### config.mk
export PLATFORM = sky130hd
export DESIGN_NAME = dai_init_sequencer
export DESIGN_NICKNAME = d
export VERILOG_FILES = /design/src/inc/dai_pkg.sv /design/src/dai_i2c_writer.sv /design/src/dai_init_sequencer.sv
export SDC_FILE = /design/constraint.sdc
export NUM_CORES = 1
export LEC_CHECK = 0
export BUFFER_PORTS_ARGS = -buffer_cell sky130_fd_sc_hd__buf_4
export CORE_AREA = 3 3 83 85
export CTS_CLUSTER_DIAMETER = 100
export DETAILED_ROUTE_END_ITERATION = 8
export DIE_AREA = 0 0 86 88
export PLACE_DENSITY = 0.72
export SLEW_MARGIN = 20
export SYNTH_ARGS = -nofsm -noshare
export SYNTH_HDL_FRONTEND = slang
export SYNTH_HIERARCHICAL = 1
export SYNTH_SLANG_ARGS = --single-unit
### constraint.sdc
create_clock -name mclk -period 4.7 [get_ports mclk]
set_clock_uncertainty 0.05 [all_clocks]
set_input_delay 0.47 -clock mclk [delete_from_list [all_inputs] [get_ports mclk]]
set_output_delay 0.47 -clock mclk [all_outputs]
set_load 0.1 [all_outputs]
### src/inc/dai_pkg.sv
// Purpose: constants for the dual converter bring-up sequencer
// Assumes: 125 MHz mclk, standard-mode i2c
// Notes:   bus addresses are 8-bit write addresses (7-bit address shifted left)
package dai_pkg;
	// ==========================================================
	// bus addresses
	localparam logic [7:0] ADDR_MASTER_CONV = 8'h94;
	localparam logic [7:0] ADDR_SLAVE_CONV  = 8'h96;
	// ==========================================================
	// register offsets
	localparam logic [7:0] REG_PAGE_SELECT       = 8'h00;
	localparam logic [7:0] REG_GAIN_CH1_LEFT     = 8'h01;
	localparam logic [7:0] REG_GAIN_CH1_RIGHT    = 8'h02;
	localparam logic [7:0] REG_GAIN_CH2_LEFT     = 8'h03;
	localparam logic [7:0] REG_GAIN_CH2_RIGHT    = 8'h04;
	localparam logic [7:0] REG_GAIN_CONTROL      = 8'h05;
	localparam logic [7:0] REG_INSEL_CH1_LEFT    = 8'h06;
	localparam logic [7:0] REG_INSEL_CH1_RIGHT   = 8'h07;
	localparam logic [7:0] REG_INSEL_CH2_LEFT    = 8'h08;
	localparam logic [7:0] REG_INSEL_CH2_RIGHT   = 8'h09;
	localparam logic [7:0] REG_SECONDARY_INPUT   = 8'h0a;
	localparam logic [7:0] REG_SERIAL_FORMAT     = 8'h0b;
	localparam logic [7:0] REG_PIN0_FUNCTION     = 8'h10;
	localparam logic [7:0] REG_PIN3_FUNCTION     = 8'h11;
	localparam logic [7:0] REG_PIN0_DIRECTION    = 8'h12;
	localparam logic [7:0] REG_PIN3_DIRECTION    = 8'h13;
	localparam logic [7:0] REG_CLOCK_ROLE        = 8'h20;
	// ==========================================================
	// data values
	localparam logic [7:0] VAL_PAGE_ZERO         = 8'h00;
	localparam logic [7:0] VAL_GAIN_32DB         = 8'h40;
	localparam logic [7:0] VAL_GAIN_SMOOTH_INDEP = 8'h86;
	localparam logic [7:0] VAL_INPUT_ONE_SE      = 8'h41;
	localparam logic [7:0] VAL_INPUT_THREE_SE    = 8'h44;
	localparam logic [7:0] VAL_NO_SECONDARY      = 8'h00;
	localparam logic [7:0] VAL_I2S_24BIT         = 8'h44;
	localparam logic [7:0] VAL_PIN0_BCLK_OUT     = 8'h03;
	localparam logic [7:0] VAL_PIN0_GPIO         = 8'h00;
	localparam logic [7:0] VAL_PIN0_DIR_OUT      = 8'h04;
	localparam logic [7:0] VAL_PIN0_DIR_IN       = 8'h00;
	localparam logic [7:0] VAL_PIN3_DATA2        = 8'h50;
	localparam logic [7:0] VAL_PIN3_DIR_OUT      = 8'h40;
	localparam logic [7:0] VAL_ROLE_MASTER       = 8'h11;
	localparam logic [7:0] VAL_ROLE_SLAVE        = 8'h01;
	// ==========================================================
	// sequence shape
	localparam int         STEPS_PER_CONV = 17;
	localparam logic [4:0] LAST_STEP      = 5'h10;
	// ==========================================================
	// i2c timing: standard mode, 10 us bit period
	localparam int         MCLK_HZ         = 125_000_000;
	localparam int         I2C_HZ          = 100_000;
	localparam int         QUARTER_CYCLES  = MCLK_HZ / (I2C_HZ * 4);
	localparam int         RETRY_LIMIT     = 3;
endpackage

### src/dai_i2c_writer.sv
// Purpose: i2c master that writes one byte triple (address, index, data)
// Assumes: open-drain pins, scl stretching honoured, 3-flop pin inputs
// Notes:   returns nack flag when any byte is not acknowledged
`timescale 1ns/10ps
`default_nettype none
module dai_i2c_writer #(
	parameter int QUARTER = dai_pkg::QUARTER_CYCLES
) (
	// clock and reset
	input  wire logic       mclk,
	input  wire logic       reset,
	// request
	input  wire logic       start,
	input  wire logic [7:0] dev_addr,
	input  wire logic [7:0] reg_index,
	input  wire logic [7:0] reg_data,
	output logic            busy,
	output logic            done,
	output logic            nack,
	// i2c pins
	input  wire logic       scl_in,
	output logic            scl_oe,
	input  wire logic       sda_in,
	output logic            sda_oe
);
	typedef enum {W_IDLE, W_START, W_BIT, W_ACK, W_STOP} dai_wst_t;
	// ==========================================================
	// pin synchronisers
	logic [2:0] scl_sync_reg;
	logic [2:0] sda_sync_reg;
	logic       scl_level_reg;
	logic       sda_level_reg;
	always_ff @(posedge mclk) begin
		if (reset) begin
			scl_sync_reg <= 3'h7;
			sda_sync_reg <= 3'h7;
		end else begin
			scl_sync_reg <= {scl_sync_reg[1:0], scl_in};
			sda_sync_reg <= {sda_sync_reg[1:0], sda_in};
		end
	end
	always_ff @(posedge mclk) begin
		if (reset) begin
			scl_level_reg <= 1'b1;
			sda_level_reg <= 1'b1;
		end else begin
			if (scl_sync_reg[1] == scl_sync_reg[2])
				scl_level_reg <= scl_sync_reg[2];
			if (sda_sync_reg[1] == sda_sync_reg[2])
				sda_level_reg <= sda_sync_reg[2];
		end
	end
	// ==========================================================
	// bit engine
	dai_wst_t    st_reg;
	logic [15:0] tick_reg;
	logic [1:0]  phase_reg;
	logic [2:0]  bit_reg;
	logic [1:0]  byte_reg;
	logic [7:0]  shift_reg;
	logic        nack_reg;
	logic        tick_end;
	logic        stretched;
	assign tick_end  = (tick_reg == 16'(QUARTER - 1));
	// scl is released for phase 3; a slow slave may hold it low, so wait there
	assign stretched = (phase_reg == 2'h3) && !scl_level_reg;
	assign busy      = (st_reg != W_IDLE);
	always_ff @(posedge mclk) begin
		if (reset) begin
			st_reg    <= W_IDLE;
			tick_reg  <= 16'h0000;
			phase_reg <= 2'h0;
			bit_reg   <= 3'h0;
			byte_reg  <= 2'h0;
			shift_reg <= 8'h00;
			nack_reg  <= 1'b0;
			scl_oe    <= 1'b0;
			sda_oe    <= 1'b0;
			done      <= 1'b0;
			nack      <= 1'b0;
		end else begin
			done <= 1'b0;
			if (st_reg == W_IDLE) begin
				tick_reg  <= 16'h0000;
				phase_reg <= 2'h0;
				if (start) begin
					st_reg    <= W_START;
					shift_reg <= dev_addr;
					byte_reg  <= 2'h0;
					bit_reg   <= 3'h7;
					nack_reg  <= 1'b0;
				end
			end else if (!tick_end || stretched) begin
				if (!stretched)
					tick_reg <= tick_reg + 16'h0001;
			end else begin
				tick_reg  <= 16'h0000;
				phase_reg <= phase_reg + 2'h1;
				case (phase_reg)
					2'h0: begin
						scl_oe <= (st_reg != W_START) || scl_oe;
						if (st_reg == W_STOP)
							sda_oe <= 1'b1;
					end
					2'h1: begin
						case (st_reg)
							// two quarters of free bus before start, two of start hold
							W_START: sda_oe <= 1'b1;
							W_BIT:   sda_oe <= !shift_reg[bit_reg];
							W_ACK:   sda_oe <= 1'b0;
							W_STOP:  sda_oe <= 1'b1;
							default: sda_oe <= sda_oe;
						endcase
					end
					2'h2: scl_oe <= 1'b0;
					default: begin
						case (st_reg)
							W_START: begin
								scl_oe <= 1'b1;
								st_reg <= W_BIT;
							end
							W_BIT: begin
								scl_oe <= 1'b1;
								bit_reg <= bit_reg - 3'h1;
								if (bit_reg == 3'h0)
									st_reg <= W_ACK;
							end
							W_ACK: begin
								scl_oe   <= 1'b1;
								nack_reg <= nack_reg || sda_level_reg;
								bit_reg  <= 3'h7;
								byte_reg <= byte_reg + 2'h1;
								shift_reg <= (byte_reg == 2'h0) ? reg_index : reg_data;
								// a refused byte ends the frame at once
								if (byte_reg == 2'h2 || sda_level_reg)
									st_reg <= W_STOP;
								else
									st_reg <= W_BIT;
							end
							W_STOP: begin
								sda_oe <= 1'b0;
								st_reg <= W_IDLE;
								done   <= 1'b1;
								nack   <= nack_reg;
							end
							default: st_reg <= W_IDLE;
						endcase
					end
				endcase
			end
		end
	end
endmodule
`default_nettype wire

### src/dai_init_sequencer.sv
// Purpose: host-side bring-up of two four-channel converters over i2c
// Assumes: board hardware ready is signalled on hw_ready by other logic
// Notes:   master converter first, then slave; each write retried on nack
// ==========================================================
// Behaviour
// RQ1: the first converter is written at bus address 0x94 and set up as clock master.
// RQ2: the second converter is written at bus address 0x96 and set up as clock slave.
// RQ3: configuration starts only once hardware setup is done and uses only i2c writes.
// RQ4: each converter's first write puts 0x00 in register 0x00 to select page zero.
// RQ5: registers 0x01 to 0x04 each get 0x40 for 32dB channel gain.
// RQ6: register 0x05 gets 0x86 for smooth, independent gain changes.
// RQ7: registers 0x06 and 0x07 get 0x41 to route input one left and right.
// RQ8: registers 0x08 and 0x09 get 0x44 to route input three left and right.
// RQ9: register 0x0A gets 0x00 so no secondary input is selected.
// RQ10: register 0x0B gets 0x44 for 24-bit words in i2s framing.
// RQ11: the master gets 0x03 in 0x10 and 0x04 in 0x12 so pin zero drives the bit clock.
// RQ12: the slave gets 0x00 in 0x10 and 0x12 so pin zero stays a plain input.
// RQ13: both converters get 0x50 in 0x11 and 0x40 in 0x13 for second data out on pin three.
// RQ14: the master gets 0x11 in 0x20 for master role with clock detection off.
// RQ15: the slave gets 0x01 in 0x20 for slave role with clock detection on.
// RQ16: each step is one write of index then data, in order, waiting for acknowledge.
// RQ17: the slave takes its clocks from the master so both streams stay frame aligned.
`timescale 1ns/10ps
`default_nettype none
module dai_init_sequencer #(
	parameter int QUARTER     = dai_pkg::QUARTER_CYCLES,
	parameter int RETRY_LIMIT = dai_pkg::RETRY_LIMIT
) (
	// clock and reset
	input  wire logic       mclk,
	input  wire logic       reset,
	// user side
	input  wire logic       hw_ready,
	input  wire logic       go,
	output logic            config_busy,
	output logic            config_done,
	output logic            config_error,
	output logic [4:0]      step_index,
	output logic            conv_select,
	// i2c pins
	input  wire logic       scl_in,
	output logic            scl_out,
	output logic            scl_oe,
	input  wire logic       sda_in,
	output logic            sda_out,
	output logic            sda_oe
);
	typedef enum {S_IDLE, S_WAIT_HW, S_ISSUE, S_WAIT, S_DONE, S_FAIL} dai_sst_t;
	// ==========================================================
	// open drain: only ever pull low
	assign scl_out = 1'b0;
	assign sda_out = 1'b0;
	// ==========================================================
	// table lookup of one configuration step
	function automatic logic [15:0] step_word(input logic slave, input logic [4:0] idx);
		logic [15:0] w;
		w = {dai_pkg::REG_PAGE_SELECT, dai_pkg::VAL_PAGE_ZERO};
		case (idx)
			// RQ4: page zero first
			5'h00: w = {dai_pkg::REG_PAGE_SELECT, dai_pkg::VAL_PAGE_ZERO};
			// RQ5: channel gain
			5'h01: w = {dai_pkg::REG_GAIN_CH1_LEFT, dai_pkg::VAL_GAIN_32DB};
			5'h02: w = {dai_pkg::REG_GAIN_CH1_RIGHT, dai_pkg::VAL_GAIN_32DB};
			5'h03: w = {dai_pkg::REG_GAIN_CH2_LEFT, dai_pkg::VAL_GAIN_32DB};
			5'h04: w = {dai_pkg::REG_GAIN_CH2_RIGHT, dai_pkg::VAL_GAIN_32DB};
			// RQ6: smooth independent gain
			5'h05: w = {dai_pkg::REG_GAIN_CONTROL, dai_pkg::VAL_GAIN_SMOOTH_INDEP};
			// RQ7: input one routing
			5'h06: w = {dai_pkg::REG_INSEL_CH1_LEFT, dai_pkg::VAL_INPUT_ONE_SE};
			5'h07: w = {dai_pkg::REG_INSEL_CH1_RIGHT, dai_pkg::VAL_INPUT_ONE_SE};
			// RQ8: input three routing
			5'h08: w = {dai_pkg::REG_INSEL_CH2_LEFT, dai_pkg::VAL_INPUT_THREE_SE};
			5'h09: w = {dai_pkg::REG_INSEL_CH2_RIGHT, dai_pkg::VAL_INPUT_THREE_SE};
			// RQ9: no secondary input
			5'h0a: w = {dai_pkg::REG_SECONDARY_INPUT, dai_pkg::VAL_NO_SECONDARY};
			// RQ10: 24-bit i2s
			5'h0b: w = {dai_pkg::REG_SERIAL_FORMAT, dai_pkg::VAL_I2S_24BIT};
			// RQ11 RQ12: pin zero role
			5'h0c: w = {dai_pkg::REG_PIN0_FUNCTION,
				slave ? dai_pkg::VAL_PIN0_GPIO : dai_pkg::VAL_PIN0_BCLK_OUT};
			// RQ13: pin three second data
			5'h0d: w = {dai_pkg::REG_PIN3_FUNCTION, dai_pkg::VAL_PIN3_DATA2};
			// RQ11 RQ12: pin zero direction
			5'h0e: w = {dai_pkg::REG_PIN0_DIRECTION,
				slave ? dai_pkg::VAL_PIN0_DIR_IN : dai_pkg::VAL_PIN0_DIR_OUT};
			// RQ13: pin three direction
			5'h0f: w = {dai_pkg::REG_PIN3_DIRECTION, dai_pkg::VAL_PIN3_DIR_OUT};
			// RQ14 RQ15 RQ17: clock role, slave follows master clocks
			5'h10: w = {dai_pkg::REG_CLOCK_ROLE,
				slave ? dai_pkg::VAL_ROLE_SLAVE : dai_pkg::VAL_ROLE_MASTER};
			default: w = {dai_pkg::REG_PAGE_SELECT, dai_pkg::VAL_PAGE_ZERO};
		endcase
		return w;
	endfunction
	// ==========================================================
	// sequencer
	dai_sst_t    state_reg;
	logic [4:0]  step_reg;
	logic        slave_reg;
	logic [1:0]  retry_reg;
	logic        wr_start;
	logic        wr_busy;
	logic        wr_done;
	logic        wr_nack;
	logic [7:0]  dev_addr;
	logic [15:0] cur_word;
	// RQ1 RQ2: converter bus address
	assign dev_addr = slave_reg ? dai_pkg::ADDR_SLAVE_CONV : dai_pkg::ADDR_MASTER_CONV;
	assign cur_word = step_word(slave_reg, step_reg);
	assign wr_start = (state_reg == S_ISSUE) && !wr_busy;
	assign config_busy  = (state_reg != S_IDLE) && (state_reg != S_DONE)
		&& (state_reg != S_FAIL);
	assign config_done  = (state_reg == S_DONE);
	assign config_error = (state_reg == S_FAIL);
	assign step_index   = step_reg;
	assign conv_select  = slave_reg;
	always_ff @(posedge mclk) begin
		if (reset) begin
			state_reg <= S_IDLE;
			step_reg  <= 5'h00;
			slave_reg <= 1'b0;
			retry_reg <= 2'h0;
		end else begin
			case (state_reg)
				S_IDLE, S_DONE, S_FAIL: begin
					if (go) begin
						state_reg <= S_WAIT_HW;
						step_reg  <= 5'h00;
						slave_reg <= 1'b0;
						retry_reg <= 2'h0;
					end
				end
				// RQ3: hold off until hardware ready
				S_WAIT_HW: begin
					if (hw_ready)
						state_reg <= S_ISSUE;
				end
				S_ISSUE: begin
					if (!wr_busy)
						state_reg <= S_WAIT;
				end
				// RQ16: advance only after acknowledge
				S_WAIT: begin
					if (wr_done) begin
						if (wr_nack) begin
							retry_reg <= retry_reg + 2'h1;
							state_reg <= (retry_reg == 2'(RETRY_LIMIT - 1)) ? S_FAIL : S_ISSUE;
						end else begin
							retry_reg <= 2'h0;
							if (step_reg != dai_pkg::LAST_STEP) begin
								step_reg  <= step_reg + 5'h01;
								state_reg <= S_ISSUE;
							end else if (!slave_reg) begin
								// master is clocking before the slave is told to follow
								slave_reg <= 1'b1;
								step_reg  <= 5'h00;
								state_reg <= S_ISSUE;
							end else begin
								state_reg <= S_DONE;
							end
						end
					end
				end
				default: state_reg <= S_IDLE;
			endcase
		end
	end
	// ==========================================================
	// RQ16: index then data in one write
	dai_i2c_writer #(
		.QUARTER (QUARTER)
	) u_writer (
		.mclk      (mclk),
		.reset     (reset),
		.start     (wr_start),
		.dev_addr  (dev_addr),
		.reg_index (cur_word[15:8]),
		.reg_data  (cur_word[7:0]),
		.busy      (wr_busy),
		.done      (wr_done),
		.nack      (wr_nack),
		.scl_in    (scl_in),
		.scl_oe    (scl_oe),
		.sda_in    (sda_in),
		.sda_oe    (sda_oe)
	);
endmodule
`default_nettype wire

# ---- Yosys cells after proc, flatten, opt, wreduce, memory -nomap -nowiden
# Cells that the tools add are included.
# W data, S select, Z words.
dict set report totals {
  regBits 116
  latch_bits 0
  ramBits 0
  romBits 0
  output_inout_bits 13
  wordCells 192
  mem_count 0
}
dict set report classes {
  add_sub_neg 6
  mul 0
  n_div 0
  n_lt_le_gt_ge 1
  eq_ne 54
  shift 0
  muxes 66
  bitwise 5
  reduce_logical 41
}
# op n
set op_table {}
lappend op_table {{$mux W32} 9}
lappend op_table {{$pmux W14 S16} 1}
lappend op_table {{$eq A32 B2 Y1 const B} 4}
lappend op_table {{$eq A32 B3 Y1 const B} 4}
lappend op_table {{$pmux W32 S4} 1}
lappend op_table {{$eq A32 B4 Y1 const B} 3}
lappend op_table {{$pmux W32 S3} 1}
lappend op_table {{$eq A32 B1 Y1 const B} 2}
lappend op_table {{$logic_not A32 Y1} 2}
lappend op_table {{$ne A32 B4 Y1 const B} 2}
lappend op_table {{$reduce_bool A32 Y1} 2}
lappend op_table {{$mux W8} 6}
lappend op_table {{$eq A5 B4 Y1 const B} 8}
lappend op_table {{$ne A32 B2 Y1 const B} 1}
lappend op_table {{$mux W3} 10}
lappend op_table {{$mux W5} 6}
lappend op_table {{$reduce_and A4 Y1} 6}
lappend op_table {{$eq A5 B3 Y1 const B} 4}
lappend op_table {{$mux W2} 10}
lappend op_table {{$add A16 B1 Y16 const B} 1}
lappend op_table {{$eq A16 B9 Y1 const B} 1}
lappend op_table {{$mux W1} 14}
lappend op_table {{$reduce_or A3 Y1} 4}
lappend op_table {{$eq A5 B2 Y1 const B} 2}
lappend op_table {{34 further kinds} 69}

# ---- Logic depth before layout (Yosys ltp)
dict set report logic_depth {
  word_depth 7
  depth_mapped 10
}

# ---- Modules after synthesis
# Netlist, hierarchy kept.
# module n_inst cells_each area_per_inst_um2
set modules_own_cells {}
lappend modules_own_cells {dai_i2c_writer 1 269 2438.6}
lappend modules_own_cells {dai_init_sequencer 1 130 978.4}

# ---- Worst setup path before layout
# No wires, ideal clock.
dict set report synth_timing {
  path_type {register to output}
  start {reg state_reg[1]}
  end {out config_done}
  arrival_ns 2.847
  required_time_ns 4.180
  slack_ns 1.333
  stages_incl_launch_ff 4
  n_path_buf 2
  path_cell_list {dfxtp_1 > clkbuf_1 > clkbuf_1 > nor3b_1}
}
dict set report synth_via {
  elab_chain_cells 1
}
# item line_no
set synth_lines {}
lappend synth_lines {{start, declared} dai_init_sequencer.sv:97} ;# dai_sst_t state_reg;
lappend synth_lines {{start signal, assigned} dai_init_sequencer.sv:147} ;# state_reg <= (retry_reg == 2'(RETRY_LIMIT - 1)) ? S_FAIL : S_ISSUE;
lappend synth_lines {{$eq A32 B4 Y1} dai_init_sequencer.sv:113} ;# assign config_done = (state_reg == S_DONE);
lappend synth_lines {{end, declared} dai_init_sequencer.sv:36} ;# output logic config_done,
# Every way passes these cells.

# ---- Final worst setup path
dict set report layout_timing {
  start {reg step_reg[0], in the netlist step_index[0]}
  end {reg u_writer.shift_reg[4]}
}
dict set report layout_via {
  elab_chain_cells 7
}
# item line_no
set layout_lines {}
lappend layout_lines {{start, declared} dai_init_sequencer.sv:98} ;# logic [4:0] step_reg;
lappend layout_lines {{start signal, assigned} dai_init_sequencer.sv:151} ;# step_reg <= step_reg + 5'h01;
lappend layout_lines {{$eq A5 B5 Y1 (tied with other cells)} dai_init_sequencer.sv:58} ;# case (idx)
lappend layout_lines {{$pmux W14 S16 *} dai_init_sequencer.sv:58}
lappend layout_lines {{net cur_word[12]} dai_init_sequencer.sv:106} ;# logic [15:0] cur_word;
lappend layout_lines {{$mux W8 *} dai_i2c_writer.sv:133} ;# shift_reg <= (byte_reg == 2'h0) ? reg_index : reg_data;
lappend layout_lines {{$mux W8 *} dai_i2c_writer.sv:117} ;# case (st_reg)
lappend layout_lines {{$mux W8 *} dai_i2c_writer.sv:99} ;# case (phase_reg)
lappend layout_lines {{$mux W8 *} dai_i2c_writer.sv:93} ;# end else if (!tick_end || stretched) begin
lappend layout_lines {{$mux W8 *} dai_i2c_writer.sv:83} ;# if (st_reg == W_IDLE) begin
lappend layout_lines {{end signal, assigned} dai_i2c_writer.sv:88} ;# shift_reg <= dev_addr;
lappend layout_lines {{end signal, assigned} dai_i2c_writer.sv:133}
lappend layout_lines {{end, declared} dai_i2c_writer.sv:60} ;# logic [7:0] shift_reg;
# Mark *: on every way through the listed nets, which the timed path passes. The rest lies on a longest branch. The select of a mux whose other input is x is not followed.
# A chain may end at the register's enable or synchronous reset.

==> metrics.txt <==
GRT overflow 0; CTS resizes 0; I/O Pins 19; Crit-path slowest cell dfxtp_1; post-synthesis sequential area ratio 33.98%; Avg Cell Area, Syn 8.564 um^2; number of diodes 0; first-pass GRT wire length 12,200 um; Detail Placement HPWL 4890 um; Placer Congestion 0.8492; RSZ-0062 raised after global routing false; max_cap viols 0; Post-CTS Hold Fix Bufs 0; Total GRT Usage 19.96%; worst r2r src step_index[0]; CTS Root Cell clkbuf_8; post-route ant nets 0; max reg flops 16; Startpoint Class flop; Post-route DRC 0; Leakage 1.425 nW; endpoints failing setup 0; Most common cell on crit path nor2_1; Slew Viols, Final 0; Worst path max stage delay 0.45 ns; CTS tree built; pwr dens 291.1 nW/um^2; CTS clock-pin slew for the worst setup and hold paths 0.06 ns; Vias per Instance 5.730; die area 7568 um^2; Period minus WS final 2.395 ns; flop2flop setup slack 2.31 ns; vias in the first global route 2,702; Die Ht 88 um; crit path cell chain inv_1 > ha_1 > nor4_1 > nor2_1 > a211oi_1 > nor2_1 > mux2i_1 > o21ai_0 > mux2i_1 > nor2_1; worst hold path type input port to flop; Top FF cell, synth dfxtp_1; Slew headroom 53.63%; Sum Neg Setup Slack 0 ns; commonest non-fill, non-tap cells in the layout 58 x dfxtp_1, 49 x nor2_1, 25 x mux2i_1; routed len/inst 14.27 um; via count 2,825; initial antenna violation count 0; Final WS setup 2.305 ns; clk buf depth 2; fmax 417.6 MHz; area growth from synthesis to layout 10.29%; Cell Area, Synth 3417 um^2; family with the most delay on the worst path simple AND/OR/NAND/NOR gates; Skew-Pair Late Insertion Delay 0.33 ns; Async SR Flop Fraction 0%; worst vdd ir 0.2022 mV; crit-path max FO 7; post-CTS setup repair buffer count 0; 1st-pass router iterations 4; Num CTS Buffers 9; Worst R2R End u_writer/shift_reg[4]; crit path kind flop to flop; cell row count 29; Setup WS pre-CTS 2.326 ns; Starting Density 54.43%; Post-synth EDFFs 0; Worst Max-Slew Pin Slew 0.6955 ns; ratio of cells with drive above 1 in the final layout 13.94%; DRT Wirelength 7037 um; period utilisation layout 50.95%; Final #Nets 433; Register-to-Register Path Depth 10; Setup crit start step_index[0]; Yosys cell types 68; Seq cells post-synth 58; crit path DAT 2.55 ns; largest net degree at the start of global routing 42; die width 86 um; WP depth 10; commonest non-fill, non-tap cell in the layout dfxtp_1; Power Total 0.001097 W; Crit. End Element flop; H-tree depth reported by CTS 3; Fillers 561; Hold Vio Cnt, Final 0; required time of the critical path 4.86 ns; Port Buffer Count 16; Worst Path Buf+Inv 1; status finished, final reports clean; CORE AREA 6277 um^2; Cells after Synth 399; Setup crit end u_writer/shift_reg[4]; 1st-iter DRT viols 228; Clock Sinks 58; synth warn 6
[kinds of logic after synthesis]
logic type,share of synthesized area (%)
muxes,8.312
AOI/OAI and AO/OA,15.09
buffers and inverters,5.895
xor gates and xnor gates,4.614
and+or+nand+nor,26.40
DFF,33.98
other,0.2198
adders and majority gates,5.492
[report_power, final]
| group | switching (W) | internal [W] |
|---|---|---|
| Sequential | 0.0000155 | 0.000503 |
| Clock | 0.000185 | 0.000285 |
| Combinational | 0.0000692 | 0.0000394 |
[area by class of cell]
type                    count  area [um^2]  share of cell area [%]
clock buffers              13        168.9                   4.482
multi-input cells         305         2101                   55.74
flip-flops and latches     58         1161                   30.81
inverters                  21        78.83                   2.092
well taps                  77        96.34                   2.556
repair buffers             17        127.6                   3.386
clock inverters             2        35.03                  0.9296
[metal layers]
layer / GRT usage (%) / vias to the layer above / share of wire, %
li1: - / 1426 / -
met4: 9.209 / 0 / 2.1
met3: 3.763 / 15 / 2.6
met5: 0 / - / 0
met2: 33.22 / 47 / 48
met1: 25.04 / 1337 / 47
[cells in the mapped netlist, types with 3 or more instances]
library cell,instances,area (um^2)
nor3_2,4,40.04
o21a_1,3,22.52
buf_4,3,22.52
a311oi_1,4,35.03
nor3_1,12,60.06
xor2_1,9,78.83
a21oi_1,18,90.09
nand3_1,11,55.05
ha_1,15,187.7
dfxtp_1,58,1161
and3_1,3,18.77
nor4_1,5,31.28
o21ai_0,12,60.06
nand2_1,23,86.33
nor3b_1,3,22.52
and2_1,3,18.77
buf_1,4,15.01
a31oi_1,5,31.28
a211oi_1,4,30.03
nor2b_1,6,37.54
nor2_1,49,183.9
nand4_1,4,25.02
inv_1,20,75.07
mux2i_1,25,250.2
o22ai_1,6,37.54
and3b_1,3,26.28
xnor2_1,9,78.83
nand2b_1,7,43.79
buf_2,4,20.02
or2_2,7,43.79
clkbuf_1,13,48.80
[metrics by stage]
stage               utilization (%)  hold slack, ns  std cells  instance area, um^2
global placement              56.79          0.3414        478                 3565
floorplan                         -          0.3395        410                 3458
finish                        60.04          0.2750        493                 3769
detailed placement            56.79          0.3428        478                 3565
global route                  60.04          0.2592        493                 3769
CTS                           60.04          0.2589        493                 3769
[worst min-delay path by stage]
stage	to	from	depth (start not counted)
floorplan	u_writer/scl_sync_reg[1]	u_writer/scl_sync_reg[0]	1
global placement	u_writer/sda_sync_reg[1]	u_writer/sda_sync_reg[0]	1
detailed placement	u_writer/sda_sync_reg[1]	u_writer/sda_sync_reg[0]	1
CTS	u_writer/scl_sync_reg[0]	scl_in	2
global route	u_writer/scl_sync_reg[0]	scl_in	2
finish	u_writer/scl_sync_reg[0]	scl_in	2
(Power assumes the default switching activity.)
